File: config.mk
export PLATFORM = sky130hd
export DESIGN_NAME = hap_port
export DESIGN_NICKNAME = d
export VERILOG_FILES = /design/src/common/hap_pkg.sv /design/src/common/hap_reg_if.sv /design/src/hw/hap_regs.sv /design/src/hw/hap_port.sv
export VERILOG_INCLUDE_DIRS = /design/src /design/src/common
export SDC_FILE = /design/constraint.sdc
export NUM_CORES = 2
export LEC_CHECK = 0
export ABC_AREA = 1
export BUFFER_PORTS_ARGS = -buffer_cell sky130_fd_sc_hd__buf_2
export CAP_MARGIN = 5
export CORE_ASPECT_RATIO = 1.5
export CORE_MARGIN = 2
export CORE_UTILIZATION = 45
export DETAILED_ROUTE_END_ITERATION = 12
export HOLD_SLACK_MARGIN = 0.08
export PLACE_DENSITY = 0.62
export SLEW_MARGIN = 20
export SYNTH_ARGS = -nofsm -noshare
export SYNTH_HDL_FRONTEND = slang
export SYNTH_HIERARCHICAL = 1
export SYNTH_SLANG_ARGS = --single-unit
File: constraint.sdc
create_clock -name clk_sys -period 11.2 [get_ports clk_sys]
set_input_delay 0.56 -clock clk_sys [delete_from_list [all_inputs] [get_ports clk_sys]]
set_output_delay 0.56 -clock clk_sys [all_outputs]
set_load 0.05 [all_outputs]
File: src/common/hap_cfg.svh
// constants for the host access port
// assumes a 100 MHz system clock
// Overview of operation
// - interrupt pin pulled low while any enabled pending indication stays set
// - port answers only while device select is held low
// - each falling edge of device select starts one serial frame, or any number of parallel reads then at most one write
// - parallel mode decodes eight address inputs to pick the register
// - eight two-way data lines carry write data in and read data out
// - bus style select low: strobe plus direction; high: separate strobes
// - serial mode ignores bus style select
// - direction input high means read, low means write
// - shared strobe is active low and qualifies the access
// - separate style: write strobe low writes the data lines
// - separate style: read strobe low drives register contents out
// - serial read data leaves on data line zero
// - serial input sampled on rising serial clock edges
// - serial output changes on falling serial clock edges
// - serial host select low: parallel mode; high: serial mode
// - reset pulse over 100 ns; registers reachable 2 ms afterwards
`ifndef HAP_CFG_SVH
`define HAP_CFG_SVH
`define HAP_CLK_MHZ 100
`define HAP_RESET_MIN_NS 100
`define HAP_READY_MS 2
`define HAP_READY_CYCLES (`HAP_READY_MS * 1000 * `HAP_CLK_MHZ)
`define HAP_RESET_MIN_CYCLES ((`HAP_RESET_MIN_NS * `HAP_CLK_MHZ + 999) / 1000)
`define HAP_SER_BITS 17
`define HAP_SER_DATA_POS 9
`define HAP_TEST_CLEAR 1'b0
`endif

File: src/common/hap_pkg.sv
// types for the host access port
// used by the port top and its register store
package hap_pkg;
    typedef logic [7:0] hap_byte_t;
    typedef enum logic [1:0]
    {
        HAP_IDLE = 2'b00,
        HAP_PAR = 2'b01,
        HAP_SER = 2'b10,
        HAP_DONE = 2'b11
    } hap_state_t;
endpackage

File: src/common/hap_reg_if.sv
// register store access bundle
// one clock, write and read in the same cycle allowed
interface hap_reg_if;
    logic wr_en;
    logic [7:0] addr;
    logic [7:0] wdata;
    logic [7:0] rdata;
    modport master (output wr_en, output addr, output wdata, input rdata);
    modport store (input wr_en, input addr, input wdata, output rdata);
endinterface

File: src/hw/hap_regs.sv
// 256 x 8 register store for the host access port
// read data registered, one cycle after the address
module hap_regs
(
    input wire logic clk_sys,
    hap_reg_if.store bus
);
    import hap_pkg::*;
    hap_byte_t mem [256];
    hap_byte_t rd_q;

    always_ff @(posedge clk_sys)
    begin
        if (bus.wr_en)
            mem[bus.addr] <= bus.wdata;
        rd_q <= mem[bus.addr];
    end
    assign bus.rdata = rd_q;
endmodule // hap_regs

File: src/hw/hap_port.sv
// host access port: parallel (two styles) and serial register access
// assumes external pins are asynchronous; irq sources come from core logic
`include "hap_cfg.svh"
module hap_port
#(
    parameter int unsigned READY_CYCLES = `HAP_READY_CYCLES
)
(
    input wire logic clk_sys,
    input wire logic reset_n,
    input wire logic dev_sel_n,
    input wire logic serial_host_select,
    input wire logic bus_style_select,
    input wire logic [7:0] addr_in,
    input wire logic [7:0] data_in,
    output logic [7:0] data_out,
    output logic [7:0] data_oe,
    input wire logic rw_wr_sdi,
    input wire logic shared_strobe_n,
    input wire logic [7:0] irq_pending,
    input wire logic [7:0] irq_enable,
    output logic irq_out,
    output logic irq_oe,
    output logic test_mode,
    output logic port_ready
);
    import hap_pkg::*;

    logic rst_m_q, rst_q;
    always_ff @(posedge clk_sys or negedge reset_n)
    begin
        if (!reset_n)
        begin
            rst_m_q <= 1'b0;
            rst_q <= 1'b0;
        end
        else
        begin
            rst_m_q <= 1'b1;
            rst_q <= rst_m_q;
        end
    end

    // two-flop synchronisers, first stage read only by second
    localparam int SW = 21;
    logic [SW-1:0] s1_q, s2_q, sync_in;
    assign sync_in = {dev_sel_n, serial_host_select, bus_style_select, addr_in,
                      data_in, rw_wr_sdi, shared_strobe_n};
    always_ff @(posedge clk_sys or negedge rst_q)
    begin
        if (!rst_q)
        begin
            s1_q <= '1;
            s2_q <= '1;
        end
        else
        begin
            s1_q <= sync_in;
            s2_q <= s1_q;
        end
    end
    logic cs_n, ser_mode, style, rw, strb, rw_prev_q, strb_prev_q, cs_prev_q;
    hap_byte_t a_s, d_s;
    assign cs_n = s2_q[20];
    assign ser_mode = s2_q[19];
    assign style = s2_q[18];
    assign a_s = s2_q[17:10];
    assign d_s = s2_q[9:2];
    assign rw = s2_q[1];
    assign strb = s2_q[0];

    hap_reg_if rif();
    hap_regs u_regs (.clk_sys(clk_sys), .bus(rif));

    hap_state_t st_q, st_d;
    logic [16:0] sh_q, sh_d;
    logic [4:0] cnt_q, cnt_d;
    hap_byte_t rdat_q, rdat_d, dout_q, dout_d, doe_q, doe_d;
    logic wr_d, wr_q;
    logic srd_q, srd_d;
    hap_byte_t wa_d, wa_q, wd_d, wd_q;
    logic test_q, test_d, irq_q, irq_d;
    logic [31:0] rdy_cnt_q, rdy_cnt_d;
    logic rdy_q, rdy_d;
    logic sclk_rise, sclk_fall, cs_fall, rd_act, wr_act, acc_act;

    assign cs_fall = cs_prev_q & ~cs_n;
    assign sclk_rise = strb & ~strb_prev_q;
    assign sclk_fall = ~strb & strb_prev_q;
    // style low: strobe qualifies direction; high: separate strobes
    assign rd_act = style ? ~strb : (~strb & rw);
    assign wr_act = style ? (~rw & strb & rw_prev_q) : (~strb & ~rw & strb_prev_q);
    assign acc_act = style ? (~rw & rw_prev_q) : (~strb & strb_prev_q);

    assign rif.addr = (st_q == HAP_SER) ? sh_q[7:0] : (wr_q ? wa_q : a_s);
    assign rif.wr_en = wr_q;
    assign rif.wdata = wd_q;

    always_comb
    begin
        st_d = st_q;
        sh_d = sh_q;
        cnt_d = cnt_q;
        rdat_d = rdat_q;
        dout_d = dout_q;
        doe_d = 8'h00;
        wr_d = 1'b0;
        wa_d = wa_q;
        wd_d = wd_q;
        srd_d = srd_q;
        test_d = test_q;
        rdy_cnt_d = rdy_cnt_q;
        rdy_d = rdy_q;
        if (!rdy_q)
        begin
            // registers unreachable until ready delay elapses
            if (rdy_cnt_q >= READY_CYCLES - 1)
                rdy_d = 1'b1;
            else
                rdy_cnt_d = rdy_cnt_q + 32'h1;
        end
        if (cs_n)
            test_d = `HAP_TEST_CLEAR;
        irq_d = |(irq_pending & irq_enable);
        case (st_q)
            HAP_IDLE:
            begin
                if (cs_fall && rdy_q)
                begin
                    cnt_d = 5'h00;
                    sh_d = '0;
                    srd_d = 1'b0;
                    st_d = ser_mode ? HAP_SER : HAP_PAR;
                end
            end
            HAP_PAR:
            begin
                if (cs_n)
                    st_d = HAP_IDLE;
                else if (rd_act)
                begin
                    dout_d = rif.rdata;
                    doe_d = 8'hff;
                end
                else if (wr_act)
                begin
                    wr_d = 1'b1;
                    wa_d = a_s;
                    wd_d = d_s;
                    st_d = HAP_DONE; // one write per select
                end
                else if (acc_act)
                    st_d = HAP_PAR;
            end
            HAP_SER:
            begin
                // rw bit moves on in the shifter, so the frame kind is held apart
                doe_d = {7'h00, srd_q && (cnt_q >= 5'(`HAP_SER_DATA_POS))};
                if (cs_n)
                    st_d = HAP_IDLE;
                else
                begin
                    if (sclk_rise)
                    begin
                        // rw bit, address byte, data byte, msb first
                        sh_d = {sh_q[15:0], rw};
                        cnt_d = cnt_q + 5'h1;
                        if (cnt_q == 5'h00)
                            srd_d = rw;
                        if (cnt_q == 5'(`HAP_SER_BITS - 1) && !sh_q[15])
                        begin
                            wr_d = 1'b1;
                            wa_d = sh_q[14:7];
                            wd_d = {sh_q[6:0], rw};
                            st_d = HAP_DONE;
                        end
                    end
                    if (sclk_fall && srd_q && cnt_q >= 5'(`HAP_SER_DATA_POS))
                    begin
                        // first data fall takes the byte straight from the store
                        if (cnt_q == 5'(`HAP_SER_DATA_POS))
                        begin
                            dout_d = {7'h00, rif.rdata[7]};
                            rdat_d = {rif.rdata[6:0], 1'b0};
                        end
                        else
                        begin
                            dout_d = {7'h00, rdat_q[7]};
                            rdat_d = {rdat_q[6:0], 1'b0};
                        end
                    end
                end
            end
            HAP_DONE:
            begin
                if (cs_n)
                    st_d = HAP_IDLE;
            end
            default: st_d = HAP_IDLE;
        endcase
    end

    always_ff @(posedge clk_sys or negedge rst_q)
    begin
        if (!rst_q)
        begin
            st_q <= HAP_IDLE;
            sh_q <= '0;
            cnt_q <= 5'h00;
            rdat_q <= 8'h00;
            dout_q <= 8'h00;
            doe_q <= 8'h00;
            wr_q <= 1'b0;
            wa_q <= 8'h00;
            wd_q <= 8'h00;
            srd_q <= 1'b0;
            test_q <= 1'b1;
            irq_q <= 1'b0;
            rdy_cnt_q <= 32'h0;
            rdy_q <= 1'b0;
            cs_prev_q <= 1'b1;
            rw_prev_q <= 1'b1;
            strb_prev_q <= 1'b1;
        end
        else
        begin
            st_q <= st_d;
            sh_q <= sh_d;
            cnt_q <= cnt_d;
            rdat_q <= rdat_d;
            dout_q <= dout_d;
            doe_q <= doe_d;
            wr_q <= wr_d;
            wa_q <= wa_d;
            wd_q <= wd_d;
            srd_q <= srd_d;
            test_q <= test_d;
            irq_q <= irq_d;
            rdy_cnt_q <= rdy_cnt_d;
            rdy_q <= rdy_d;
            cs_prev_q <= cs_n;
            rw_prev_q <= rw;
            strb_prev_q <= strb;
        end
    end

    assign data_out = dout_q;
    assign data_oe = doe_q;
    assign irq_out = 1'b0 & irq_q;
    assign irq_oe = irq_q; // open drain: only ever pulls low
    assign test_mode = test_q;
    assign port_ready = rdy_q;
endmodule // hap_port

==> flow_summary_export.csv <==
group,metric,value,unit
clock_tree,root_buffer,"clkbuf_16",
routing,initialDrtViolationCount,5860,
timing,slew_viol_final,0,
finish,final_layout_size_suffix_gt1_share,5.985,%
grt,grt_max_degree,200,
power_and_ir_drop,power_leakage,37.43,nW
synth,synth.distinct_cells,44,
floorplanning,core.rowCount,202,
synth,post_synth_most_frequent_cells,"4954 x nand2_1, 2048 x edfxtp_1, 421 x nor2_1",
floorplanning,dieArea,205800,µm²
synth,ys_async_rst_share,6.375,%
floorplanning,die_h,554.6,µm
grt,initial_antenna_violation_count,4,
finish,final_instance_count_excl_fillers,11410,
power_and_ir_drop,power.switching,3.666,mW
floorplanning,placeableCoreArea,201400,µm²
synth,syn_nets,8724,
synth,synth.avg_cell_area,10.48,µm²
critical_path,timing.critical_path.to_type,"flip-flop",
grt,grt_overflow,0,
timing,finalSetupViolCount,0,
power_and_ir_drop,worst_ir_drop_vdd,0.1108,mV
place,dp_hpwl,144500,µm
routing,post-route-drc-count,0,
synth,flip_flop_cell_with_the_highest_count_after_synthesis,"edfxtp_1",
worst_hold_path,hold_path_class,"flip-flop to asynchronous set/reset pin",
clock_tree,cts-htree-levels,4,
power_and_ir_drop,p_clk_share,41.5,%
clock_tree,tritoncts,"done",
floorplanning,io-pin-count,59,
grt,grt_pass1_vias,59810,
clock_tree,clock_sinks,2196,
place,last_weighted_congestion_value_of_the_routability_driven_placer,0.8685,
timing,clock_skew,0.04769,ns
synth,synth_cells,8677,
place,dpl.cell_count,11020,
routing,wl,246900,µm
critical_path,worstPathRequired,11.95,ns
clock_tree,insertion_delay,0.86,ns
power_and_ir_drop,power_report.internal_total,13.11,mW
synth,synth.top_cells.by_area,"edfxtp_1 68%, nand2_1 20%, dfrtp_1 2.6%",
power_and_ir_drop,sw_frac_of_total,21.86,%
timing,setup_ws_final,4.800,ns
synth,synthesis.area,90950,µm²
synth,yosysTopAreaCell,"edfxtp_1",
clock_tree,clock_path_buffers,4,
status,run_status,"finished clean",
clock_tree,numCtsBuffers,203,
power_and_ir_drop,logic_gate_share_of_total_power,5.6,%
floorplanning,die_x,371.1,µm
power_and_ir_drop,power.share.sequential,52.9,%
timing,period_needed,6.400,ns
timing,grt_setup_unrepaired,"no",
place,buffer_ports.inserted,57,
finish,finalCoreUtilization,49.77,%
flow_run,drv.max_cap_violation_count,0,
routing,routed_via_density,5.308,
routing,avgRoutedWirePerCell,21.64,µm
routing,vias,60560,
finish,syn2layout_area_growth,10.24,%
timing,fmaxAchievable,156.2,MHz
synth,top_area_cell_type_share_of_the_netlist_area,67.62,%
synth,yosys.cell_count.top_type,"nand2_1",
timing,finalHoldViolations,0,
grt,wire_length_of_the_first_global_routing_pass,370400,µm
routing,dr.pass1.iters,6,
timing,max_slew_margin,21.56,%
power_and_ir_drop,p_per_area,167.3,nW/µm²
timing,fin_worst_hold_slack,0.1941,ns
synth,synth_edf_count,2048,
place,post-place-ws,4.885,ns
synth,sequential_area_share_after_synthesis,71.71,%
critical_path,cp_max_fo,67,
finish,nets_final,8650,
critical_path,timing.critical_path.from_type,"flip-flop",
clock_tree,path_clk_slew,0.06,ns
critical_path,cp_data_arrival_time,7.15,ns
timing,worst-slew-pin-transition,1.172,ns
critical_path,worst-setup-path-type,"flip-flop to flip-flop",
synth,synth-seq-cells,2196,
grt,grt_usage,23.82,%
floorplanning,initial_core_util,45.15,%
timing,final.period_utilization,57.15,%
synth,ys.warnings.count,6,
routing,drtAntennaViolNets,0,
clock_tree,buffer_count_from_post_cts_setup_fixing,0,
timing,setup_tns,0,ns
area by class of cell:
class | instances | area (µm²)
Antenna cell | 2 | 5.005
Clock buffer | 265 | 5494
Clock inverter | 92 | 1089
Fill cell | 17830 | 101200
Inverter | 80 | 334.1
Multi-Input combinational cell | 5945 | 23390
Sequential cell | 2196 | 65250
Tap cell | 2652 | 3318
Timing Repair Buffer | 177 | 1371
metal layers:
| layer | GRT usage [%] | part of all wire [%] | up-vias |
|---|---|---|---|
| met4 | 12.12 | 5.5 | 2 |
| met1 | 28.86 | 38 | 29600 |
| met2 | 41.54 | 50 | 2196 |
| met5 | 0 | 0.0077 | - |
| li1 | - | - | 28250 |
| met3 | 2.980 | 6.3 | 514 |
state kept, by name, summed over array words and instances, names as in the netlist, 2 cells and up:
signal and flops:
u_regs/mem 2048, cnt_q 5, s1_q 21, data_oe 2, st_q 2, rdy_cnt_q 32, rif.wdata 8, s2_q 21
u_regs/bus.rdata 8, wa_q 8, rdat_q 7, sh_q 16, data_out 8
repair_timing:
item,CTS,global route
gates resized for setup,0,0
hold buffers,26,0
hold endpoints to repair,24,0
worst max-delay path, stage by stage, from the launching register on:
cell and delay (ns):
dfrtp_1 0.40, inv_1 0.08, ha_1 0.20, buf_4 0.27, inv_2 0.38, o21ai_0 0.25, o21ai_4 0.21, buf_4 0.49
buf_4 0.77, nand2_4 0.17, inv_6 0.49, buf_4 0.68, nand2_1 0.10, nand3_1 0.11, nand2_1 0.07, nand2_1 0.14
o21ai_1 0.09, nand2_1 0.16, nor2_1 0.12, nor2_1 0.67, nor2_1 0.15, nand2_1 0.12
path summary, 6_finish.rpt:
| check | from | end | slack, ns | cells past startpoint |
|---|---|---|---|---|
| hold / removal | rst_q | rif.wdata[1] | 0.19 | 0 |
| max in group asynchronous | rst_q | rif.wdata[7] | 9.28 | 2 |
| min in group clk_sys | rst_m_q | rst_q | 0.35 | 0 |
| setup reg to reg | st_q[0] | u_regs/bus.rdata[3] | 4.80 | 21 |
| setup / recovery | st_q[0] | u_regs/bus.rdata[3] | 4.80 | 21 |
| hold reg to reg | rst_q | rif.wdata[1] | 0.19 | 0 |
stage by stage:
stage	total power [mW]	cell area, µm²
6_report	16.77	100300
3_5_place_dp	9.972	93410
5_1_grt	17.28	100300
4_1_cts	16.87	100300
3_3_place_gp	9.969	93380
2_1_floorplan	9.653	90950
power groups by stage:
stage | Combinational [mW] | Clock, mW | Sequential, mW
after floorplan | 0.615 | 0 | 9.04
after global placement | 0.921 | 0 | 9.05
after detailed placement | 0.924 | 0 | 9.05
after CTS | 0.936 | 7.07 | 8.87
after global routing | 1.05 | 7.36 | 8.87
final | 0.938 | 6.96 | 8.87
kinds of logic (layout without fill, tap and decap cells):
group	Yosys count	count (layout)	synth area share [%]
simple gates	5641	5641	23.78
mux	6	6	0.06604
fa+ha+maj	8	8	0.1101
xor+xnor	9	9	0.08668
flops	2196	2196	71.71
buf+inv	536	614	2.636
compound gates	279	279	1.603
other cells	2	4	0.008257
cells in the final DEF (no fill, tap or decap), types with 24 or more instances in the layout:
cell              n
nor2_1          415
nand4_1          27
nand3_1         223
clkbuf_1         48
a21oi_1          37
inv_1            69
clkinv_2         30
o21ai_1         144
o21ai_0          77
dfstp_2          46
buf_2            57
nand2_1        4954
buf_4            85
edfxtp_1       2048
dlygate4sd3_1    26
clkinv_1         25
dfrtp_1          85
clkbuf_16       209
bufinv_16        24
Power figures use the tool's default switching activity.
